### src/mcu_decode_defs.svh
// constants for the instruction fetch, decode and timing block
// assumes a 16-bit program word and a 20-bit program word address
`ifndef MCU_DECODE_DEFS_SVH
`define MCU_DECODE_DEFS_SVH

`define OSC_PER_CYCLE 4
`define RESET_VECTOR 20'h00000
`define WORD_W 16
`define PC_W_DEFAULT 20

// top nibble of every second word
`define SECOND_WORD_TAG 4'hf
`define OPC_MSB 15
`define OPC_LSB 12

// byte and bit operand fields
`define FILE_MSB 7
`define ACCESS_BIT 8
`define DEST_BIT 9
`define BITNUM_MSB 11
`define BITNUM_LSB 9

// access ram split and the two banks it maps onto
`define ACCESS_SPLIT 8'h60
`define ACCESS_LOW_BANK 4'h0
`define ACCESS_HIGH_BANK 4'hf

// one-word call with extended set enabled
`define CALL_INDIRECT_WORD 16'h0014

`endif

### src/decode_pkg.sv
// types shared by the decode block and its testbench
// assumes mcu_decode_defs.svh is compiled alongside
package decode_pkg;

	typedef enum logic [2:0] {
		CLS_NOP,
		CLS_BYTE,
		CLS_BIT,
		CLS_LITERAL,
		CLS_CONTROL,
		CLS_MOVE,
		CLS_EXTENDED
	} instr_class_t;

	typedef enum logic [2:0] {
		SEQ_EXEC,
		SEQ_SECOND,
		SEQ_FLUSH,
		SEQ_SKIP,
		SEQ_SKIP_SECOND
	} seq_state_t;

	typedef enum logic [1:0] {
		FORM_NONE,
		FORM_SHORT8,
		FORM_REL11,
		FORM_LONG20
	} ctl_form_t;

endpackage

### src/phase_if.sv
// carries the oscillator phase within an instruction cycle
// assumes at most four phases per instruction cycle
interface phase_if;
	logic [1:0] phase;
	logic cycle_start;
	logic cycle_end;

	modport gen (
		output phase,
		output cycle_start,
		output cycle_end
	);

	modport use_side (
		input phase,
		input cycle_start,
		input cycle_end
	);
endinterface

### src/instruction_phase_gen.sv
// divides the oscillator clock into instruction-cycle phases
// assumes a synchronous active-high reset on the same clock
`include "mcu_decode_defs.svh"

module instruction_phase_gen #(
	parameter int PHASES = `OSC_PER_CYCLE
) (
	input wire logic mclk_i,
	input wire logic reset_i,
	phase_if.gen ph
);

	generate
		if (PHASES < 2 || PHASES > 4)
		begin : g_bad_phases
			$error("PHASES must lie between 2 and 4");
		end
	endgenerate

	localparam logic [1:0] LAST = 2'(PHASES - 1);

	logic [1:0] count;
	wire at_last = (count == LAST);
	wire [1:0] next_count = at_last ? 2'h0 : 2'(count + 2'h1);

	always_ff @(posedge mclk_i)
	begin
		if (reset_i)
			count <= 2'h0;
		else
			count <= next_count;
	end

	assign ph.phase = count;
	assign ph.cycle_start = (count == 2'h0);
	assign ph.cycle_end = at_last;

endmodule // instruction_phase_gen

### src/mcu_instruction_decode_timing.sv
// instruction fetch, decode and execution timing for the 8-bit core
// assumes program memory returns pm_data_i for pm_addr_o within one instruction cycle,
// and the alu reports skip_true_i / pc_load_i during the last phase of a cycle
`include "mcu_decode_defs.svh"

module mcu_instruction_decode_timing #(
	parameter int PC_W = `PC_W_DEFAULT
) (
	input wire logic mclk_i,
	input wire logic reset_i,
	output logic [PC_W-1:0] pm_addr_o,
	output logic pm_rd_o,
	input wire logic [15:0] pm_data_i,
	input wire logic [3:0] bank_select_register_i,
	input wire logic extended_en_i,
	input wire logic skip_true_i,
	input wire logic pc_load_i,
	input wire logic [PC_W-1:0] pc_target_i,
	output logic cycle_start_o,
	output logic cycle_end_o,
	output logic execute_o,
	output logic nop_cycle_o,
	output logic second_word_o,
	output logic two_word_o,
	output decode_pkg::instr_class_t instr_class_o,
	output logic [7:0] file_addr_o,
	output logic [11:0] ram_addr_o,
	output logic dest_file_o,
	output logic banked_o,
	output logic [2:0] bit_num_o,
	output logic [7:0] literal_o,
	output logic [11:0] literal_long_o,
	output logic [1:0] pointer_sel_o,
	output logic [11:0] move_src_o,
	output logic [11:0] move_dst_o,
	output logic [19:0] prog_addr_o,
	output logic fast_o,
	output logic [1:0] table_mode_o,
	output logic skip_type_o
);

	generate
		if (PC_W < 20 || PC_W > 24)
		begin : g_bad_pc
			$error("PC_W must lie between 20 and 24");
		end
	endgenerate

	////////////////////////////////////////////////////////////////////////////////
	// decode helpers

	function automatic logic [3:0] top_of(input logic [15:0] w);
		top_of = w[`OPC_MSB:`OPC_LSB];
	endfunction

	// four encodings only: move, long call, long jump, pointer load
	function automatic logic is_two_word(input logic [15:0] w);
		is_two_word = (top_of(w) == 4'hc) || (top_of(w) == 4'he && w[11:10] == 2'b11);
	endfunction

	function automatic logic is_long_jump(input logic [15:0] w);
		is_long_jump = (top_of(w) == 4'he) && (w[11:9] == 3'b110 || w[11:8] == 4'hf);
	endfunction

	function automatic logic is_call(input logic [15:0] w);
		is_call = (top_of(w) == 4'he) && (w[11:9] == 3'b110);
	endfunction

	function automatic logic is_skip(input logic [15:0] w);
		is_skip = (w[15:11] == 5'b01100) || (w[15:13] == 3'b101)
			|| (w[15:10] == 6'b001011) || (w[15:10] == 6'b001111)
			|| (w[15:11] == 5'b01001);
	endfunction

	function automatic decode_pkg::instr_class_t classify(input logic [15:0] w, input logic ext);
		logic [3:0] t;
		t = top_of(w);
		classify = decode_pkg::CLS_NOP;
		if (t == `SECOND_WORD_TAG)
			classify = decode_pkg::CLS_NOP;
		else if (t == 4'h0)
		begin
			if (w[11:8] == 4'h0)
				classify = (ext && w == `CALL_INDIRECT_WORD) ? decode_pkg::CLS_EXTENDED
					: decode_pkg::CLS_CONTROL;
			else if (w[11:8] == 4'h1 || w[11])
				classify = decode_pkg::CLS_LITERAL;
			else
				classify = decode_pkg::CLS_BYTE;
		end
		else if (t <= 4'h6)
			classify = decode_pkg::CLS_BYTE;
		else if (t <= 4'hb)
			classify = decode_pkg::CLS_BIT;
		else if (t == 4'hc)
			classify = decode_pkg::CLS_MOVE;
		else if (t == 4'hd)
			classify = decode_pkg::CLS_CONTROL;
		else if (w[11:10] == 2'b10)
			classify = ext ? decode_pkg::CLS_EXTENDED : decode_pkg::CLS_NOP;
		else if (w[11:8] == 4'he)
			classify = decode_pkg::CLS_LITERAL;
		else
			classify = decode_pkg::CLS_CONTROL;
	endfunction

	function automatic decode_pkg::ctl_form_t form_of(input logic [15:0] w);
		if (is_long_jump(w))
			form_of = decode_pkg::FORM_LONG20;
		else if (top_of(w) == 4'hd)
			form_of = decode_pkg::FORM_REL11;
		else if (top_of(w) == 4'he && !w[11])
			form_of = decode_pkg::FORM_SHORT8;
		else
			form_of = decode_pkg::FORM_NONE;
	endfunction

	////////////////////////////////////////////////////////////////////////////////
	// phase timing

	phase_if ph ();

	instruction_phase_gen #(
		.PHASES(`OSC_PER_CYCLE)
	) u_phase (
		.mclk_i(mclk_i),
		.reset_i(reset_i),
		.ph(ph)
	);

	wire cycle_end = ph.cycle_end;

	////////////////////////////////////////////////////////////////////////////////
	// sequencer state

	decode_pkg::seq_state_t state;
	decode_pkg::seq_state_t next_state;
	logic [15:0] word1;
	logic [15:0] word2;
	logic [PC_W-1:0] pc;
	logic rd_en;
	logic [15:0] next_word1;
	logic [15:0] next_word2;
	logic [PC_W-1:0] next_pc;

	wire w1_two = is_two_word(word1);
	wire w1_long = is_long_jump(word1);
	wire w1_skip = is_skip(word1);
	wire in_exec = (state == decode_pkg::SEQ_EXEC);
	wire in_second = (state == decode_pkg::SEQ_SECOND);
	wire skip_hit = in_exec && !w1_two && w1_skip && skip_true_i;
	wire jump_hit = ((in_exec && !w1_two) || in_second) && pc_load_i;
	wire [19:0] long_target = {pm_data_i[11:0], word1[7:0]};

	always_comb
	begin
		next_state = state;
		next_word1 = pm_data_i;
		next_word2 = word2;
		unique case (state)
			decode_pkg::SEQ_EXEC:
			begin
				if (w1_two)
				begin
					next_state = decode_pkg::SEQ_SECOND;
					next_word1 = word1;
					next_word2 = pm_data_i;
				end
				else if (jump_hit)
					next_state = decode_pkg::SEQ_FLUSH;
				else if (skip_hit)
					next_state = decode_pkg::SEQ_SKIP;
				else
					next_state = decode_pkg::SEQ_EXEC;
			end
			decode_pkg::SEQ_SECOND:
				next_state = jump_hit ? decode_pkg::SEQ_FLUSH : decode_pkg::SEQ_EXEC;
			decode_pkg::SEQ_FLUSH:
				next_state = decode_pkg::SEQ_EXEC;
			decode_pkg::SEQ_SKIP:
				next_state = w1_two ? decode_pkg::SEQ_SKIP_SECOND : decode_pkg::SEQ_EXEC;
			decode_pkg::SEQ_SKIP_SECOND:
				next_state = decode_pkg::SEQ_EXEC;
			default:
				next_state = decode_pkg::SEQ_FLUSH;
		endcase
	end

	// discarded fetch on a jump: the flush cycle refetches from the new target
	always_comb
	begin
		if (jump_hit)
			next_pc = pc_target_i;
		else if (in_exec && w1_long)
			next_pc = PC_W'(long_target); // target fetched in the second cycle, no extra cycle
		else
			next_pc = PC_W'(pc + PC_W'(1));
	end

	always_ff @(posedge mclk_i)
	begin
		if (reset_i)
		begin
			state <= decode_pkg::SEQ_FLUSH;
			word1 <= 16'h0000;
			word2 <= 16'h0000;
			pc <= PC_W'(`RESET_VECTOR);
			rd_en <= 1'b0;
		end
		else
		begin
			rd_en <= 1'b1;
			if (cycle_end)
			begin
				state <= next_state;
				word1 <= next_word1;
				word2 <= next_word2;
				pc <= next_pc;
			end
		end
	end

	////////////////////////////////////////////////////////////////////////////////
	// operand fields

	decode_pkg::instr_class_t cls;
	decode_pkg::ctl_form_t form;

	assign cls = classify(word1, extended_en_i);
	assign form = form_of(word1);

	wire [7:0] file_addr = word1[`FILE_MSB:0];
	wire banked = word1[`ACCESS_BIT];
	wire [3:0] access_bank = (file_addr >= `ACCESS_SPLIT) ? `ACCESS_HIGH_BANK : `ACCESS_LOW_BANK;
	// bank input is read live: a bank change lands at once, on the instruction being decoded
	wire [3:0] bank = banked ? bank_select_register_i : access_bank;

	wire [19:0] short_target = {{12{word1[7]}}, word1[7:0]};
	wire [19:0] rel_target = {{9{word1[10]}}, word1[10:0]};
	wire [19:0] prog_addr = (form == decode_pkg::FORM_LONG20) ? {word2[11:0], word1[7:0]}
		: (form == decode_pkg::FORM_REL11) ? rel_target
		: (form == decode_pkg::FORM_SHORT8) ? short_target : 20'h00000;

	wire executing = (in_exec && !w1_two) || in_second;

	////////////////////////////////////////////////////////////////////////////////
	// outputs

	assign pm_addr_o = pc;
	assign pm_rd_o = rd_en;
	assign cycle_start_o = ph.cycle_start;
	assign cycle_end_o = cycle_end;
	assign execute_o = executing && (cls != decode_pkg::CLS_NOP);
	assign nop_cycle_o = !execute_o;
	assign second_word_o = in_second;
	assign two_word_o = w1_two;
	assign instr_class_o = cls;
	assign file_addr_o = file_addr;
	assign ram_addr_o = {bank, file_addr};
	assign dest_file_o = word1[`DEST_BIT];
	assign banked_o = banked;
	assign bit_num_o = word1[`BITNUM_MSB:`BITNUM_LSB];
	assign literal_o = word1[7:0];
	assign literal_long_o = {word1[3:0], word2[7:0]};
	assign pointer_sel_o = word1[5:4];
	assign move_src_o = word1[11:0];
	assign move_dst_o = word2[11:0];
	assign prog_addr_o = prog_addr;
	assign fast_o = is_call(word1) ? word1[8] : word1[0];
	assign table_mode_o = word1[1:0];
	assign skip_type_o = w1_skip;

endmodule // mcu_instruction_decode_timing

### config.mk
export PLATFORM = sky130hd
export DESIGN_NAME = mcu_instruction_decode_timing
export DESIGN_NICKNAME = d
export VERILOG_FILES = /design/src/decode_pkg.sv /design/src/phase_if.sv /design/src/instruction_phase_gen.sv /design/src/mcu_instruction_decode_timing.sv
export VERILOG_INCLUDE_DIRS = /design/src
export SDC_FILE = /design/constraint.sdc
export NUM_CORES = 1
export LEC_CHECK = 0
export ABC_AREA = 1
export ABC_CLOCK_PERIOD_IN_PS = 2000
export BUFFER_PORTS_ARGS = -buffer_cell sky130_fd_sc_hd__buf_2
export CAP_MARGIN = 25
export CORE_ASPECT_RATIO = 2
export CORE_MARGIN = 8
export CORE_UTILIZATION = 46
export DETAILED_ROUTE_END_ITERATION = 16
export GPL_TIMING_DRIVEN = 0
export HOLD_SLACK_MARGIN = 0.12
export PLACE_DENSITY = 0.8
export SYNTH_ARGS = -nofsm -noshare
export SYNTH_HDL_FRONTEND = slang
export SYNTH_SLANG_ARGS = --single-unit
### constraint.sdc
create_clock -name mclk_i -period 2 [get_ports mclk_i]
set_input_delay 0 -clock mclk_i [delete_from_list [all_inputs] [get_ports mclk_i]]
set_output_delay 0 -clock mclk_i [all_outputs]
set_load 0.03 [all_outputs]
## Yosys cells after proc, flatten, opt, wreduce, memory -nomap -nowiden

Cells that the tools add are included.

- Bits in registers: 54
- Bits of input ports: 45
- Output and inout port bits: 125

- Add/subtract/negate cells: 2
- Magnitude comparators: 3
- Equal/unequal tests: 25
- Muxes and demuxes: 32
- Reductions and logical operators: 31

Operator list:

| operator | number |
|---|---|
| 20-bit two-way mux | 5 |
| 3-bit two-way mux | 11 |
| 16-bit two-way mux | 2 |
| 4-bit == test (second input constant) | 6 |
| 20-bit by 1-bit adder with 20-bit output (second input constant) | 1 |
| 16-bit by 5-bit == test with 1-bit output (second input constant) | 1 |
| 2-bit two-way mux | 8 |
| 6-bit by 4-bit == test with 1-bit output (second input constant) | 2 |
| 3-bit case mux with 4 select lines | 1 |
| 1-bit logical AND | 11 |
| 2-bit == test (second input constant) | 5 |
| 5-bit by 4-bit == test with 1-bit output (second input constant) | 2 |
| 3-bit == test (second input constant) | 3 |
| 8-bit by 7-bit >= comparator with 1-bit output (second input constant) | 1 |
| 4-bit zero test | 2 |
| 1-bit logical OR | 8 |
| 4-bit two-way mux | 2 |
| 3-bit by 2-bit == test with 1-bit output (second input constant) | 2 |
| 4-bit by 1-bit == test with 1-bit output (second input constant) | 1 |
| 4-bit by 3-bit <= comparator with 1-bit output (second input constant) | 1 |
| 4-bit <= comparator (second input constant) | 1 |
| 2-bit OR reduction | 2 |
| 3-bit by 1-bit == test with 1-bit output (second input constant) | 1 |
| 1-bit zero test | 3 |
| 9 further kinds | 11 |

## Longest topological paths before layout

- Depth after elaboration: 12
- Gate-level depth with buffers: 12
- Mapped depth without buffers: 11

## Hierarchy

A second synthesis with hierarchy kept.

- Cell total of the unflattened synthesis: 654
- Area, all modules: 3983.8 µm²

Modules (own cells, without submodules):

| module | instances | cells each | area an instance (µm²) |
|---|---|---|---|
| mcu_instruction_decode_timing | 1 | 642 | 3888.7 |
| instruction_phase_gen | 1 | 12 | 95.1 |

## Worst setup path before layout

OpenSTA, ideal clock, no wires.

- Kind: register to output
- Start: register word1[9]
- End: output port execute_o
- Data arrival time: 2076 ps
- Setup slack: -76 ps
- Stages on the path, launching flop included: 11
- Cells stage by stage: dfxtp_1 -> inv_1 -> nor2_1 -> nand3_1 -> nand3_1 -> nand2_1 -> nand2_1 -> nand2_1 -> nor2_1 -> nor2_1 -> nor2_1

- Longest elaborated chain between the ends: 11
- Elaborated cells on any way between the ends: 19

RTL lines:

| item | RTL line | text |
|---|---|---|
| start, declared | mcu_instruction_decode_timing.sv:138 | `logic [15:0] word1;` |
| start signal, assigned | mcu_instruction_decode_timing.sv:216 | `word1 <= next_word1;` |
| 4-bit == test | mcu_instruction_decode_timing.sv:101 | `else if (w[11:8] == 4'he)` |
| 3-bit two-way mux | mcu_instruction_decode_timing.sv:101 |  |
| 3-bit two-way mux | mcu_instruction_decode_timing.sv:99 | `else if (w[11:10] == 2'b10)` |
| 3-bit two-way mux | mcu_instruction_decode_timing.sv:97 | `else if (t == 4'hd)` |
| 3-bit two-way mux | mcu_instruction_decode_timing.sv:95 | `else if (t == 4'hc)` |
| 3-bit two-way mux | mcu_instruction_decode_timing.sv:93 | `else if (t <= 4'hb)` |
| 3-bit two-way mux | mcu_instruction_decode_timing.sv:91 | `else if (t <= 4'h6)` |
| 3-bit two-way mux * | mcu_instruction_decode_timing.sv:81 | `else if (t == 4'h0)` |
| 3-bit two-way mux * | mcu_instruction_decode_timing.sv:79 | `` if (t == `SECOND_WORD_TAG) `` |
| named net instr_class_o[1] | mcu_instruction_decode_timing.sv:25 | `output decode_pkg::instr_class_t instr_class_o,` |
| 3-bit nonzero test * | mcu_instruction_decode_timing.sv:253 | `assign execute_o = executing && (cls != decode_pkg::CLS_NOP);` |
| 1-bit logical AND * | mcu_instruction_decode_timing.sv:253 |  |
| end, declared | mcu_instruction_decode_timing.sv:21 | `output logic execute_o,` |

The timed path passes the listed nets; every way through them passes the cells marked *.

## Final worst setup path

- Start: register state[1]
- End: register pc[14] (netlist: pm_addr_o[14])

- Longest elaborated chain between the ends: 5
- Elaborated cells on any way between the ends: 8

RTL lines:

| item | RTL line | text |
|---|---|---|
| start, declared | mcu_instruction_decode_timing.sv:136 | `decode_pkg::seq_state_t state;` |
| start signal, assigned | mcu_instruction_decode_timing.sv:204 | `state <= decode_pkg::SEQ_FLUSH;` |
| start signal, assigned | mcu_instruction_decode_timing.sv:215 | `state <= next_state;` |
| 3-bit zero test | mcu_instruction_decode_timing.sv:149 | `wire in_exec = (state == decode_pkg::SEQ_EXEC);` |
| 1-bit logical AND | mcu_instruction_decode_timing.sv:152 | `wire jump_hit = ((in_exec && !w1_two) \|\| in_second) && pc_load_i;` |
| 1-bit logical OR | mcu_instruction_decode_timing.sv:152 |  |
| 1-bit logical AND | mcu_instruction_decode_timing.sv:152 |  |
| 20-bit two-way mux * | mcu_instruction_decode_timing.sv:192 | `if (jump_hit)` |
| end signal, assigned | mcu_instruction_decode_timing.sv:207 | `` pc <= PC_W'(`RESET_VECTOR); `` |
| end signal, assigned | mcu_instruction_decode_timing.sv:218 | `pc <= next_pc;` |
| end, declared | mcu_instruction_decode_timing.sv:140 | `logic [PC_W-1:0] pc;` |

Every way passes the cells marked *; elsewhere a longest branch is shown, timed or not.
A chain may end at the register's enable or synchronous reset.

==> metrics <==
outcome=completed; storage element area=1080 sq um; total vias in the final route=4788; post-synthesis register bit count=between 50 and 60; drt first pass iters=5; area of the multi-input gates=2050 sq um; synthesized cell area=~4000 sq um; Place WS=0.112 ns; Final HPWL DP=10900 um; Starting Density=46.6%; syn avg cell area=slightly above 6 sq um; Via density=between 4 and 5; Power Density=556 nW/um^2; GRT busiest layer=met2; DIE AREA=12000 sq um; CTS tree=done; final hold slack=~0.15 ns; Worst VDD drop=383 uV; Buf/Inv on CP=3; Sink Count=54; RSZ-0062 raised after global routing=true; first-pass GRT wire length=around 22000 um; final setup fails=0; warnings from Yosys=0; placed inst area=4920 sq um; antenna diode count=0; met3 usage=5.45%; routability cong.=0.941; nets=908; WS Path Type=flip-flop to flip-flop; number of synthesized flops with an enable pin=0; Slew Limit Fails=0; asr flop ratio synth=0%; antenna violations before repair=0; Worst path max stage delay=0.55 ns; Slowest cell on crit path=dlygate4sd3_1; DRT iter0 DRCs=299; # rows=48; hold wc startpoint=skip_true_i; post-route cell area=5500 sq um; CTS Buffer Depth=2; largest net degree at the start of global routing=16; Cell variety after synth=31; Synth area leader=dfxtp_1; most frequent cells after synthesis=nand2_1 (187), nor2_1 (75), inv_1 (70), buf_4 (60), dfxtp_1 (54); Worst-path clk slew=0.07 ns; synth top area cells=dfxtp_1 (27%), nand2_1 (18%), buf_4 (11%); GRT Total Usage=23.2%; global routing usage on met1=a little over a quarter; clock latency on the worst-skew pair=0.30 ns; critical path fanouts, max=6; Max Cap Violations=0; H-tree depth=2; FILL cells=819; clk_skew=0.00576 ns; Num CTS Buffers=5; min cycle time layout=1.93 ns; Seq/Total Area, Yosys=27.4%; ANT nets after route=0; top-area cell type share of the netlist area=~27%; Slew @ Worst Pin=0.517 ns; Synth Flop Type=dfxtp_1; Die Y=147 um; Layout area overhead=39.4%; setup ws final=0.0736 ns; worst-path cell chain=inv_1 > nand2_1 > nor2_2 > nand3_2 > nand2_4 > nand3_1 > dlygate4sd3_1 > nand2_1 > inv_1 > a21oi_2; post-route setup TNS=0 ns; layout cell share with drive strength beyond 1=31.8%; die width=between 80 and 90 um; CORE AREA=around 8500 sq um; CP Launch Point=state[1]; Syn Nets=693; r2r startpoint=state[1]; Root Buffer=clkbuf_16; Crit. End Element=flip-flop; Avg WL per Cell=14.9 um; Final period util=between 90 and 100%; Fin. Hold Viols=0; Worst EP required=approximately 2.2 ns; total gr overflow=0; Slew headroom=65.5%; final core utilization=65.0%; Worst path top cell family by delay=simple AND/OR/NAND/NOR gates; cell with the most instances after synthesis=nand2_1; P_leak=3.15 nW; # DRC=0; vias in the first global route=4620; Min-Delay Path Class=primary input to flip-flop; Buffers on Ports=169; GR Util met2=about two fifths; Max Fclk=0.519 GHz; Routed WL=around 14000 um; Data arrival, critical path=2.16 ns; Mapped Cells=645; # IOs=170; Worst R2R Setup Slack=0.07 ns; CP Launch Type=flip-flop
## placed cells by master, fill, tap and decap left out, types with 2 or more instances in the layout
| cell type | count |
|---|---|
| nand2_1 | 186 |
| buf_2 | 171 |
| nor2_1 | 73 |
| inv_1 | 70 |
| buf_4 | 62 |
| dfxtp_1 | 51 |
| nand3_1 | 46 |
| dlygate4sd3_1 | 39 |
| a21oi_1 | 32 |
| o21ai_0 | 29 |
| o21ai_1 | 19 |
| nand2_2 | 7 |
| clkbuf_1 | 7 |
| or2_1 | 6 |
| o21bai_1 | 6 |
| nand4_1 | 5 |
| xor2_1 | 5 |
| clkbuf_16 | 5 |
| nor2_2 | 4 |
| nand3_2 | 4 |
| buf_6 | 4 |
| inv_2 | 3 |
| nor3_1 | 3 |
| nor2_4 | 3 |
| xnor2_1 | 3 |
| ha_1 | 3 |
| dfxtp_2 | 3 |
| nand2_4 | 2 |
| nand3b_1 | 2 |
## sequential cells by signal (all words and copies together), names as in the netlist
name              flops
pm_addr_o            20
pm_rd_o               1
state                 3
u_phase.ph.phase      2
word1                16
word2                12
## worst paths after layout
path         cells after the start                   to
max                             10        pm_addr_o[14]
min                              5             state[0]
max reg2reg                     10        pm_addr_o[14]
min reg2reg                      1  u_phase.ph.phase[0]
## what timing repair did
item / CTS / global route
hold endpoints to repair: 49 / 0
hold buffers: 39 / 0
buffers inserted: 0 / 0
endpoints found under the setup margin: 0 / 32
resized for setup: 0 / 13
## worst reg2reg max path, delay by kind of cell (launching register included)
family / cells / cell delay, ns
DFF: 1 / 0.30
buffers and inverters: 3 / 0.71
AOI/OAI and AO/OA: 1 / 0.11
and+or+nand+nor: 6 / 0.74
## power by group
group | switching, W | internal [W] | total, W
registers | 0.0000560 | 0.00111 | 0.00117
logic | 0.000557 | 0.000336 | 0.000892
clock network | 0.000403 | 0.000593 | 0.000997
## stage by stage
stage	total power, W	instances
after floorplan	0.00176	645
after global placement	0.00200	914
after detailed placement	0.00202	914
after CTS	0.00307	961
after global routing	0.00318	961
final	0.00306	961
## cell families after synthesis
family / share of synthesized area [%]
compound gates: 11.7
xor+xnor: 1.78
fa+ha+maj: 0.951
buf+inv: 21.1
flops: 27.4
simple gates: 37.1
## cell type report
cell class / count / area share, %
well taps: 100 / 2.27
multi-input cells: 442 / 37.3
plain buffers: 76 / 10.3
flip-flops and latches: 54 / 19.7
clock buffers: 7 / 2.41
repair buffers: 208 / 22.5
inverters: 73 / 4.98
clock inverters: 1 / 0.546
## metal layers
metal | wire length [um] | share of wire [%]
met1 | 5500 | 38
met2 | 6940 | 48
met3 | 1490 | 10
met4 | 407 | 2.8
met5 | 0 | 0
(Power assumes the default switching activity.)
